==> src/verilog/sfc_map.svh <==
`ifndef SFC_MAP_SVH
`define SFC_MAP_SVH
// Function
// - CTS line is inverse of receive-ready flag (code holds CTS high in flow mode)
// - ready flag sets on arrival, clears on read
// - hardware mode sends only with RTS and DTR
// - DSR output held active in hardware mode
// - CTS inactive until able to accept character
// - DTR off at load reports an error
// - held character waits for RTS pulse
// - CTS enable given as a pulse (code holds CTS high in flow mode)
// - flow mode: Ctrl-S from peer suspends sending
// - overrun after Ctrl-S tolerated by peer
// - Ctrl-Q from peer resumes suspended sending
// - flow mode stores received characters in 96-byte buffer
// - half-full buffer sends Ctrl-S to peer
// - characters after stop request still stored
// - fill down to 35 percent sends Ctrl-Q
// - seven or eight data bits selectable
// - eight-bit mode: MSB sent and read as 0
// - even, odd or no parity selectable
// - one or two stop bits selectable
// - setting selects hardware or flow control mode
// - reset: 9600 baud, hardware, 8N2

// ****************
// register offsets
// ****************
`define SFC_ADDR_DATA 4'h0
`define SFC_ADDR_STATUS 4'h4
`define SFC_ADDR_MODE 4'h8
`define SFC_ADDR_DIV 4'hC

// ****************
// mode_set fields
// ****************
`define SFC_MODE_FLOW 0
`define SFC_MODE_LEN8 1
`define SFC_MODE_PAR_LO 2
`define SFC_MODE_PAR_HI 3
`define SFC_MODE_STOP2 4
`define SFC_MODE_RESET 5'h12

// ****************
// status fields
// ****************
`define SFC_ST_READY 0
`define SFC_ST_HOLD 1
`define SFC_ST_SUSP 2
`define SFC_ST_XOFF 3
`define SFC_ST_DTR_ERR 4
`define SFC_ST_PAR_ERR 5
`define SFC_ST_FRM_ERR 6
`define SFC_ST_OVR_ERR 7

// ****************
// timing and flow
// ****************
`define SFC_CLK_HZ 10000000
`define SFC_BAUD_RESET 9600
`define SFC_DIV_RESET ((`SFC_CLK_HZ + `SFC_BAUD_RESET / 2) / `SFC_BAUD_RESET)
`define SFC_DEPTH 96
`define SFC_STOP_PCT 50
`define SFC_GO_PCT 35
`define SFC_CHAR_XOFF 8'h13
`define SFC_CHAR_XON 8'h11
`endif

==> src/verilog/sfc_pkg.sv <==
package sfc_pkg;
  typedef enum logic [1:0] {
    SFC_PAR_NONE = 2'h0,
    SFC_PAR_EVEN = 2'h1,
    SFC_PAR_ODD = 2'h2
  } sfc_par_t;
  typedef enum logic [1:0] {
    SFC_TX_IDLE = 2'b01,
    SFC_TX_SHIFT = 2'b10
  } sfc_tx_state_t;
  typedef enum logic [2:0] {
    SFC_RX_IDLE = 3'b001,
    SFC_RX_START = 3'b010,
    SFC_RX_BITS = 3'b100
  } sfc_rx_state_t;
  typedef logic [3:0] sfc_addr_t;
  typedef logic [15:0] sfc_word_t;
endpackage
==> src/verilog/sfc_channel.sv <==
// Implementation choices: the strobed register port and the register addresses.
`timescale 1ns/1ps
`include "sfc_map.svh"
module sfc_channel #(
  parameter int DEPTH = `SFC_DEPTH,
  parameter int DIV_W = 16
) (
  input wire logic clk_sys,
  input wire logic rst,
  input wire sfc_pkg::sfc_addr_t addr,
  input wire sfc_pkg::sfc_word_t wdata,
  input wire logic wr,
  input wire logic rd,
  output sfc_pkg::sfc_word_t rdata,
  input wire logic txd_in,
  input wire logic rts_in,
  input wire logic dtr_in,
  output logic rxd_out,
  output logic cts_out,
  output logic dsr_out
);
  import sfc_pkg::*;

  localparam int CW = $clog2(DEPTH + 1);
  localparam int PW = $clog2(DEPTH);
  localparam logic [CW-1:0] FILL_HI = CW'(DEPTH * `SFC_STOP_PCT / 100);
  localparam logic [CW-1:0] FILL_LO = CW'(DEPTH * `SFC_GO_PCT / 100);
  localparam logic [CW-1:0] FILL_MAX = CW'(DEPTH);
  localparam logic [PW-1:0] PTR_LAST = PW'(DEPTH - 1);

  if (DEPTH < 4 || DEPTH > 255 || DIV_W < 4 || DIV_W > 16) begin : g_bad_param
    $error("sfc_channel: unsupported DEPTH or DIV_W");
  end

  // ****************
  // input synchronisers
  // ****************
  logic [1:0] txd_q;
  logic [1:0] rts_q;
  logic [1:0] dtr_q;
  logic txd_s;
  logic rts_s;
  logic dtr_s;

  always_ff @(posedge clk_sys or posedge rst) begin
    if (rst) begin
      txd_q <= 2'h3;
      rts_q <= 2'h0;
      dtr_q <= 2'h0;
    end else begin
      txd_q <= {txd_q[0], txd_in};
      rts_q <= {rts_q[0], rts_in};
      dtr_q <= {dtr_q[0], dtr_in};
    end
  end
  assign txd_s = txd_q[1];
  assign rts_s = rts_q[1];
  assign dtr_s = dtr_q[1];

  // ****************
  // configuration registers
  // ****************
  logic [4:0] mode_set;
  logic [DIV_W-1:0] divisor;
  logic flow_mode;
  logic len8;
  logic par_en;
  logic par_odd;
  logic stop2;
  logic wr_data;
  logic wr_status;
  logic rd_data;

  assign wr_data = wr && addr == `SFC_ADDR_DATA;
  assign wr_status = wr && addr == `SFC_ADDR_STATUS;
  assign rd_data = rd && addr == `SFC_ADDR_DATA;

  always_ff @(posedge clk_sys or posedge rst) begin
    if (rst) begin
      mode_set <= `SFC_MODE_RESET;
      divisor <= DIV_W'(`SFC_DIV_RESET);
    end else if (wr && addr == `SFC_ADDR_MODE) begin
      mode_set <= wdata[4:0];
    end else if (wr && addr == `SFC_ADDR_DIV && wdata[DIV_W-1:1] != '0) begin
      divisor <= wdata[DIV_W-1:0];
    end
  end

  assign flow_mode = mode_set[`SFC_MODE_FLOW];
  assign len8 = mode_set[`SFC_MODE_LEN8];
  assign par_en = mode_set[`SFC_MODE_PAR_HI:`SFC_MODE_PAR_LO] == SFC_PAR_EVEN ||
                  mode_set[`SFC_MODE_PAR_HI:`SFC_MODE_PAR_LO] == SFC_PAR_ODD;
  assign par_odd = mode_set[`SFC_MODE_PAR_HI:`SFC_MODE_PAR_LO] == SFC_PAR_ODD;
  assign stop2 = mode_set[`SFC_MODE_STOP2];

  // ****************
  // receive buffer
  // ****************
  logic [7:0] mem [DEPTH];
  logic [PW-1:0] wr_ptr;
  logic [PW-1:0] rd_ptr;
  logic [CW-1:0] fill;
  logic push;
  logic pop;
  logic [7:0] rx_char;
  logic receive_ready_flag;

  // ready while buffer holds a character
  assign receive_ready_flag = fill != '0;
  assign pop = rd_data && receive_ready_flag;

  always_ff @(posedge clk_sys) begin
    if (push) begin
      mem[wr_ptr] <= rx_char;
    end
  end

  always_ff @(posedge clk_sys or posedge rst) begin
    if (rst) begin
      wr_ptr <= '0;
      rd_ptr <= '0;
      fill <= '0;
    end else begin
      if (push) begin
        wr_ptr <= wr_ptr == PTR_LAST ? '0 : wr_ptr + 1'b1;
      end
      if (pop) begin
        rd_ptr <= rd_ptr == PTR_LAST ? '0 : rd_ptr + 1'b1;
      end
      if (push && !pop) begin
        fill <= fill + 1'b1;
      end else if (pop && !push) begin
        fill <= fill - 1'b1;
      end
    end
  end

  // ****************
  // receiver
  // ****************
  sfc_rx_state_t rx_state;
  logic [DIV_W-1:0] rx_cnt;
  logic [3:0] rx_bit;
  logic [8:0] rx_sh;
  logic [3:0] rx_need;
  logic rx_done;
  logic rx_par_bad;
  logic rx_frm_bad;
  logic [7:0] rx_mask;

  assign rx_need = (len8 ? 4'h8 : 4'h7) + {3'h0, par_en};
  assign rx_mask = len8 ? 8'hFF : 8'h7F;

  always_ff @(posedge clk_sys or posedge rst) begin
    if (rst) begin
      rx_state <= SFC_RX_IDLE;
      rx_cnt <= '0;
      rx_bit <= 4'h0;
      rx_sh <= 9'h000;
      rx_done <= 1'b0;
      rx_frm_bad <= 1'b0;
    end else begin
      rx_done <= 1'b0;
      case (rx_state)
        SFC_RX_IDLE: begin
          if (!txd_s) begin
            rx_state <= SFC_RX_START;
            rx_cnt <= divisor >> 1;
          end
        end
        SFC_RX_START: begin
          if (rx_cnt != '0) begin
            rx_cnt <= rx_cnt - 1'b1;
          end else if (txd_s) begin
            rx_state <= SFC_RX_IDLE;
          end else begin
            rx_state <= SFC_RX_BITS;
            rx_cnt <= divisor - 1'b1;
            rx_bit <= 4'h0;
            rx_sh <= 9'h000;
          end
        end
        SFC_RX_BITS: begin
          if (rx_cnt != '0) begin
            rx_cnt <= rx_cnt - 1'b1;
          end else if (rx_bit < rx_need) begin
            rx_sh[rx_bit] <= txd_s;
            rx_bit <= rx_bit + 1'b1;
            rx_cnt <= divisor - 1'b1;
          end else begin
            rx_done <= 1'b1;
            rx_frm_bad <= !txd_s;
            rx_state <= SFC_RX_IDLE;
          end
        end
        default: begin
          rx_state <= SFC_RX_IDLE;
        end
      endcase
    end
  end

  assign rx_char = {1'b0, rx_sh[6:0]};
  assign rx_par_bad = par_en &&
                      ((^(rx_sh[7:0] & rx_mask)) ^ (len8 ? rx_sh[8] : rx_sh[7]) ^ par_odd);

  logic is_xoff;
  logic is_xon;
  logic rx_full;
  assign is_xoff = flow_mode && rx_char == `SFC_CHAR_XOFF;
  assign is_xon = flow_mode && rx_char == `SFC_CHAR_XON;
  // hardware mode holds one character only
  assign rx_full = flow_mode ? fill == FILL_MAX : receive_ready_flag;
  assign push = rx_done && !is_xoff && !is_xon && !rx_full;

  // ****************
  // peer flow state
  // ****************
  logic suspended;

  always_ff @(posedge clk_sys or posedge rst) begin
    if (rst) begin
      suspended <= 1'b0;
    end else if (!flow_mode) begin
      suspended <= 1'b0;
    end else if (rx_done && is_xoff) begin
      suspended <= 1'b1;
    end else if (rx_done && is_xon) begin
      suspended <= 1'b0;
    end
  end

  // ****************
  // transmitter
  // ****************
  sfc_tx_state_t tx_state;
  logic [7:0] tx_hold;
  logic hold_full;
  logic rts_seen;
  logic xoff_sent;
  logic want_xoff;
  logic want_xon;
  logic send_ctl;
  logic send_user;
  logic tx_go;
  logic [11:0] tx_sh;
  logic [3:0] tx_left;
  logic [DIV_W-1:0] tx_cnt;
  logic [3:0] tx_nbits;
  logic dtr_err_set;

  function automatic logic [11:0] sfc_frame(input logic [7:0] ch, input logic l8,
                                            input logic pe, input logic po);
    logic [11:0] f;
    logic [7:0] d;
    int n;
    f = 12'hFFF;
    d = {1'b0, ch[6:0]};
    n = 1;
    f[0] = 1'b0;
    for (int i = 0; i < 8; i++) begin
      if (i < 7 || l8) begin
        f[n] = d[i];
        n = n + 1;
      end
    end
    if (pe) begin
      f[n] = (^d) ^ po;
    end
    return f;
  endfunction

  assign tx_nbits = (len8 ? 4'h9 : 4'h8) + {3'h0, par_en} + (stop2 ? 4'h2 : 4'h1);
  assign want_xoff = flow_mode && !xoff_sent && fill >= FILL_HI;
  assign want_xon = flow_mode && xoff_sent && fill <= FILL_LO;
  assign tx_go = flow_mode ? !suspended : (dtr_s && rts_seen);
  assign send_ctl = tx_state == SFC_TX_IDLE && (want_xoff || want_xon);
  assign send_user = tx_state == SFC_TX_IDLE && !send_ctl && hold_full && tx_go;
  assign dtr_err_set = wr_data && !hold_full && !flow_mode && !dtr_s;

  always_ff @(posedge clk_sys or posedge rst) begin
    if (rst) begin
      tx_hold <= 8'h00;
      hold_full <= 1'b0;
      rts_seen <= 1'b0;
    end else begin
      if (send_user) begin
        hold_full <= 1'b0;
        rts_seen <= 1'b0;
      end else if (wr_data && !hold_full) begin
        tx_hold <= wdata[7:0];
        hold_full <= 1'b1;
      end else if (hold_full && rts_s) begin
        rts_seen <= 1'b1;
      end
    end
  end

  always_ff @(posedge clk_sys or posedge rst) begin
    if (rst) begin
      xoff_sent <= 1'b0;
    end else if (!flow_mode) begin
      xoff_sent <= 1'b0;
    end else if (send_ctl) begin
      xoff_sent <= want_xoff;
    end
  end

  always_ff @(posedge clk_sys or posedge rst) begin
    if (rst) begin
      tx_state <= SFC_TX_IDLE;
      tx_sh <= 12'hFFF;
      tx_left <= 4'h0;
      tx_cnt <= '0;
      rxd_out <= 1'b1;
    end else begin
      case (tx_state)
        SFC_TX_IDLE: begin
          rxd_out <= 1'b1;
          if (send_ctl || send_user) begin
            tx_sh <= sfc_frame(send_ctl ? (want_xoff ? `SFC_CHAR_XOFF : `SFC_CHAR_XON) :
                               tx_hold, len8, par_en, par_odd);
            tx_left <= tx_nbits;
            tx_cnt <= '0;
            tx_state <= SFC_TX_SHIFT;
          end
        end
        SFC_TX_SHIFT: begin
          if (tx_cnt != '0) begin
            tx_cnt <= tx_cnt - 1'b1;
          end else if (tx_left == 4'h0) begin
            rxd_out <= 1'b1;
            tx_state <= SFC_TX_IDLE;
          end else begin
            rxd_out <= tx_sh[0];
            tx_sh <= {1'b1, tx_sh[11:1]};
            tx_left <= tx_left - 1'b1;
            tx_cnt <= divisor - 1'b1;
          end
        end
        default: begin
          tx_state <= SFC_TX_IDLE;
        end
      endcase
    end
  end

  // ****************
  // handshake outputs
  // ****************
  logic cts_done;
  logic [DIV_W-1:0] cts_cnt;

  // pulsed CTS, inverse of ready flag, in hardware mode; held high in flow mode
  always_ff @(posedge clk_sys or posedge rst) begin
    if (rst) begin
      cts_out <= 1'b0;
      cts_done <= 1'b0;
      cts_cnt <= '0;
    end else if (flow_mode) begin
      cts_out <= 1'b1;
      cts_done <= 1'b0;
      cts_cnt <= '0;
    end else if (receive_ready_flag || push) begin
      cts_out <= 1'b0;
      cts_done <= 1'b0;
      cts_cnt <= '0;
    end else if (!cts_done) begin
      cts_out <= 1'b1;
      cts_cnt <= cts_cnt + 1'b1;
      // >= so a divisor lowered mid-pulse still ends it
      if (cts_cnt >= divisor - 1'b1) begin
        cts_done <= 1'b1;
        cts_out <= 1'b0;
      end
    end else begin
      cts_out <= 1'b0;
    end
  end

  always_ff @(posedge clk_sys or posedge rst) begin
    if (rst) begin
      dsr_out <= 1'b1;
    end else begin
      dsr_out <= 1'b1;
    end
  end

  // ****************
  // sticky errors and read port
  // ****************
  logic [3:0] err;
  logic [3:0] err_set;

  assign err_set = {rx_done && rx_full && !is_xoff && !is_xon,
                    rx_done && rx_frm_bad, rx_done && rx_par_bad, dtr_err_set};

  // errors: set wins over write-one clear
  always_ff @(posedge clk_sys or posedge rst) begin
    if (rst) begin
      err <= 4'h0;
    end else begin
      err <= (err & ~(wr_status ? wdata[7:4] : 4'h0)) | err_set;
    end
  end

  always_ff @(posedge clk_sys or posedge rst) begin
    if (rst) begin
      rdata <= 16'h0000;
    end else if (rd) begin
      case (addr)
        `SFC_ADDR_DATA: rdata <= receive_ready_flag ? {8'h00, mem[rd_ptr]} : 16'h0000;
        `SFC_ADDR_STATUS: rdata <= {8'(fill), err, xoff_sent, suspended,
                                    hold_full || tx_state != SFC_TX_IDLE,
                                    receive_ready_flag};
        `SFC_ADDR_MODE: rdata <= {11'h000, mode_set};
        `SFC_ADDR_DIV: rdata <= 16'(divisor);
        default: rdata <= 16'h0000;
      endcase
    end else begin
      rdata <= 16'h0000;
    end
  end
endmodule

==> config.mk <==
export PLATFORM = sky130hd
export DESIGN_NAME = sfc_channel
export DESIGN_NICKNAME = d
export VERILOG_FILES = /design/src/verilog/sfc_pkg.sv /design/src/verilog/sfc_channel.sv
export VERILOG_INCLUDE_DIRS = /design/src /design/src/verilog
export SDC_FILE = /design/constraint.sdc
export NUM_CORES = 1
export LEC_CHECK = 0
export BUFFER_PORTS_ARGS = -buffer_cell sky130_fd_sc_hd__clkbuf_2
export CORE_UTILIZATION = 59
export CTS_BUF_LIST = sky130_fd_sc_hd__clkbuf_8
export DETAILED_ROUTE_END_ITERATION = 8
export GPL_TIMING_DRIVEN = 1
export PLACE_DENSITY_LB_ADDON = 0.12
export SLEW_MARGIN = 10
export SYNTH_ARGS = -nofsm -noshare
export SYNTH_HDL_FRONTEND = slang
export SYNTH_SLANG_ARGS = --single-unit
==> constraint.sdc <==
create_clock -name clk_sys -period 5.4 [get_ports clk_sys]
set_input_delay 1.08 -clock clk_sys [delete_from_list [all_inputs] [get_ports clk_sys]]
set_output_delay 1.08 -clock clk_sys [all_outputs]
set_load 0.05 [all_outputs]
==> impl_metrics.toml <==
[synth]
async_flop_share_pct = 19.62
synthFlopType = "edfxtp_1"
synth.ff_latch_count = 836
syn_nets = 2275
synth_edf_count = 672
ys_types = 77
avgSynthCellArea_um2 = 16.01
netlist_area_um2 = 35230
yosysWarnings = 0
seq_area_frac_synth_pct = 68.99
syn_inst = 2201

[power]
leakage_nw = 12.20
peakVddDrop_mv = 0.3335
fin_total_pwr_mw = 16.03
power_density_nw_per_um2 = 411.2

[setup_path]
reg2reg_depth = 7
r2r-end = "mem[0][1]$_DFFE_PP_"
cp-end-kind = "register"
crit_fanout = 12
reg2reg_slack_ps = 1180
r2r_start = "fill[4]$_DFFE_PP0P_"
startpoint_type = "register"
arrival_ps = 4640
critPathRequiredTime_ps = 5820
critical_path_class = "register to register"

[layout]
mostFrequentLayoutCell = "edfxtp_1"
area_delta_synth_final_pct = 10.63
diodes = 0
final_nets = 2398
final_cell_mix = "edfxtp_1, nor2_1, mux4_2"
nFillCells = 4057
drive_above_1_share_pct = 21.66
final_util_pct = 66.05

[outcome]
status = "finished clean"

[clock_tree]
cts_buffer_depth = 3
cts_buffers = 137
clock-sinks = 836
postCtsSetupBuffers = 0
cts_resized = 0
postCtsHoldBufs = 0
insertion_delay_ps = 800
path_clk_slew_ps = 60
htreeDepth = 4
cts_tree = "done"
cts_root_buffer = "clkbuf_8"

[detailed_routing]
routed-wl-met2_mm = 40.60
maxUsedRoutingLayer = "met4"
firstDrtPassIters = 5
drt_wl_total_mm = 84.04
initialDrtViolationCount = 2215
via_count = 20460
drcViolationCount = 0
wl_met3_mm = 6.363
routedWlPerCell_um = 26.25
vias_per_cell = 6.391
m1WireLength_mm = 34.05
postRouteAntennaNets = 0

[grt]
grt_max_degree = 134
antenna_found_initial = 0
grt_pass1_vias = 20560
grt.total_usage_pct = 29.03
grt_pass1_wl_mm = 128.8
grt.overflow.total = 0

[place]
portBuffers = 44
place_hpwl_mm = 53.14
gp_congestion = 0.9517

[timing]
fin_setup_tns_ps = 0
slew_headroom_pct = 19.21
rsz0062_at_grt = "no"
finalSetupViolations = 0
finalHoldViolations = 0
fmax_mhz = 236.7
worst_slew_pin_slew_ps = 1203
period_share_pct = 78.23
hold_slack_ps = 355.0
fin_skew_ps = 39.42
slew_violations = 0
layout_min_cycle_time_ps = 4225

[die]
coreArea_um2 = 59020
dieArea_um2 = 60700
top_level_ports = 46
fp.dieW_um = 246.4
num_rows = 89
initial_core_util_pct = 59.70
die_h_um = 246.4

[min_path]
holdCritStartpoint = "txd_q[0]$_DFF_PP1_"
hp-class = "register to register"
hold_path_end = "txd_q[1]$_DFF_PP1_"
min_path_cells = 0

[flow_run]
drv_cap = 0
where the power goes:
group,leakage [nW],switching (mW),internal (mW)
Sequential,7.19,0.499,7.19
Clock,1.48,2.50,2.66
Combinational,3.53,1.87,1.32
Total,12.2,4.87,11.2
flip-flops by register name, indices dropped and copies added, names as in the netlist, 2 cells and up:
signal    flops
cts_cnt      16
divisor      16
dtr_q         2
err           4
fill          7
mem         672
mode_set      5
rd_ptr        7
rdata        16
rts_q         2
rx_bit        4
rx_cnt       16
rx_sh         9
rx_state      3
tx_cnt       16
tx_hold       7
tx_left       4
tx_sh        10
tx_state      2
txd_q         2
wr_ptr        7
logic make-up (layout without fill, tap and decap cells):
kind of cell             count (synthesis)  after routing  synth area share [%]
AO/OA/AOI/OAI                          341            341                 6.193
adder cells (fa/ha/maj)                 47             47                 1.712
other                                    1              1               0.01064
buffers and inverters                  151            379                 1.712
XOR/XNOR                                61             61                 1.516
AND/OR/NAND/NOR                        530            530                 7.067
flip-flops                             836            836                 68.99
multiplexers                           234            234                 12.80
Yosys cell counts, drive strengths merged, types with 40 or more instances:
master | count | area share [%]
clkbuf | 73 | 0.78
o21ai | 84 | 1.2
a21oi | 88 | 1.2
mux4 | 169 | 11
edfxtp | 672 | 57
ha | 45 | 1.6
mux2 | 42 | 1.3
nor2 | 216 | 2.3
nand2 | 123 | 1.3
inv | 42 | 0.45
dfrtp | 144 | 10
a22oi | 40 | 0.85
how the worst max path moves through the flow:
stage	start	endpoint	slack [ps]
after detailed placement	addr[1]	fill[6]$_DFFE_PP0P_	1010
after CTS	fill[4]$_DFFE_PP0P_	mem[0][1]$_DFFE_PP_	1240
final	fill[4]$_DFFE_PP0P_	mem[0][1]$_DFFE_PP_	1180
after floorplan	rx_sh[2]$_DFFE_PP0P_	fill[6]$_DFFE_PP0P_	1180
after global routing	rx_sh[1]$_DFFE_PP0P_	mem[64][2]$_DFFE_PP_	920
after global placement	addr[1]	fill[6]$_DFFE_PP0P_	1100
final cells by class:
type | count | area (µm²) | area share, %
clock buffer | 153 | 2106 | 5.402
inverter | 43 | 165.2 | 0.4237
tap | 773 | 967.2 | 2.481
timing repair buffer | 92 | 618.1 | 1.586
clock inverter | 91 | 457.9 | 1.175
multi-input combinational | 1214 | 10320 | 26.48
sequential | 836 | 24340 | 62.45
metrics by stage:
step           area [µm²]  instances  worst slack (ps)
2_1_floorplan       35240       2201              1180
3_5_place_dp        36420       2958              1014
3_3_place_gp        36420       2958              1098
4_1_cts             38980       3202              1241
5_1_grt             38980       3202             919.2
6_report            38980       3202              1175
routing by layer:
| metal | vias up | GRT usage [%] |
|---|---|---|
| li1 | 8868 | - |
| met2 | 923 | 45.37 |
| met4 | 0 | 12.15 |
| met5 | - | 0 |
| met1 | 10490 | 40.34 |
| met3 | 181 | 5.675 |
worst max-delay path, stage by stage, from the launching register on:
cell	delay [ps]
dfrtp_1	460
or4_1	610
o31a_1	300
a211oi_2	620
inv_2	140
nor2_1	270
nand2_1	690
nor2_1	760
(Power assumes the default switching activity.)
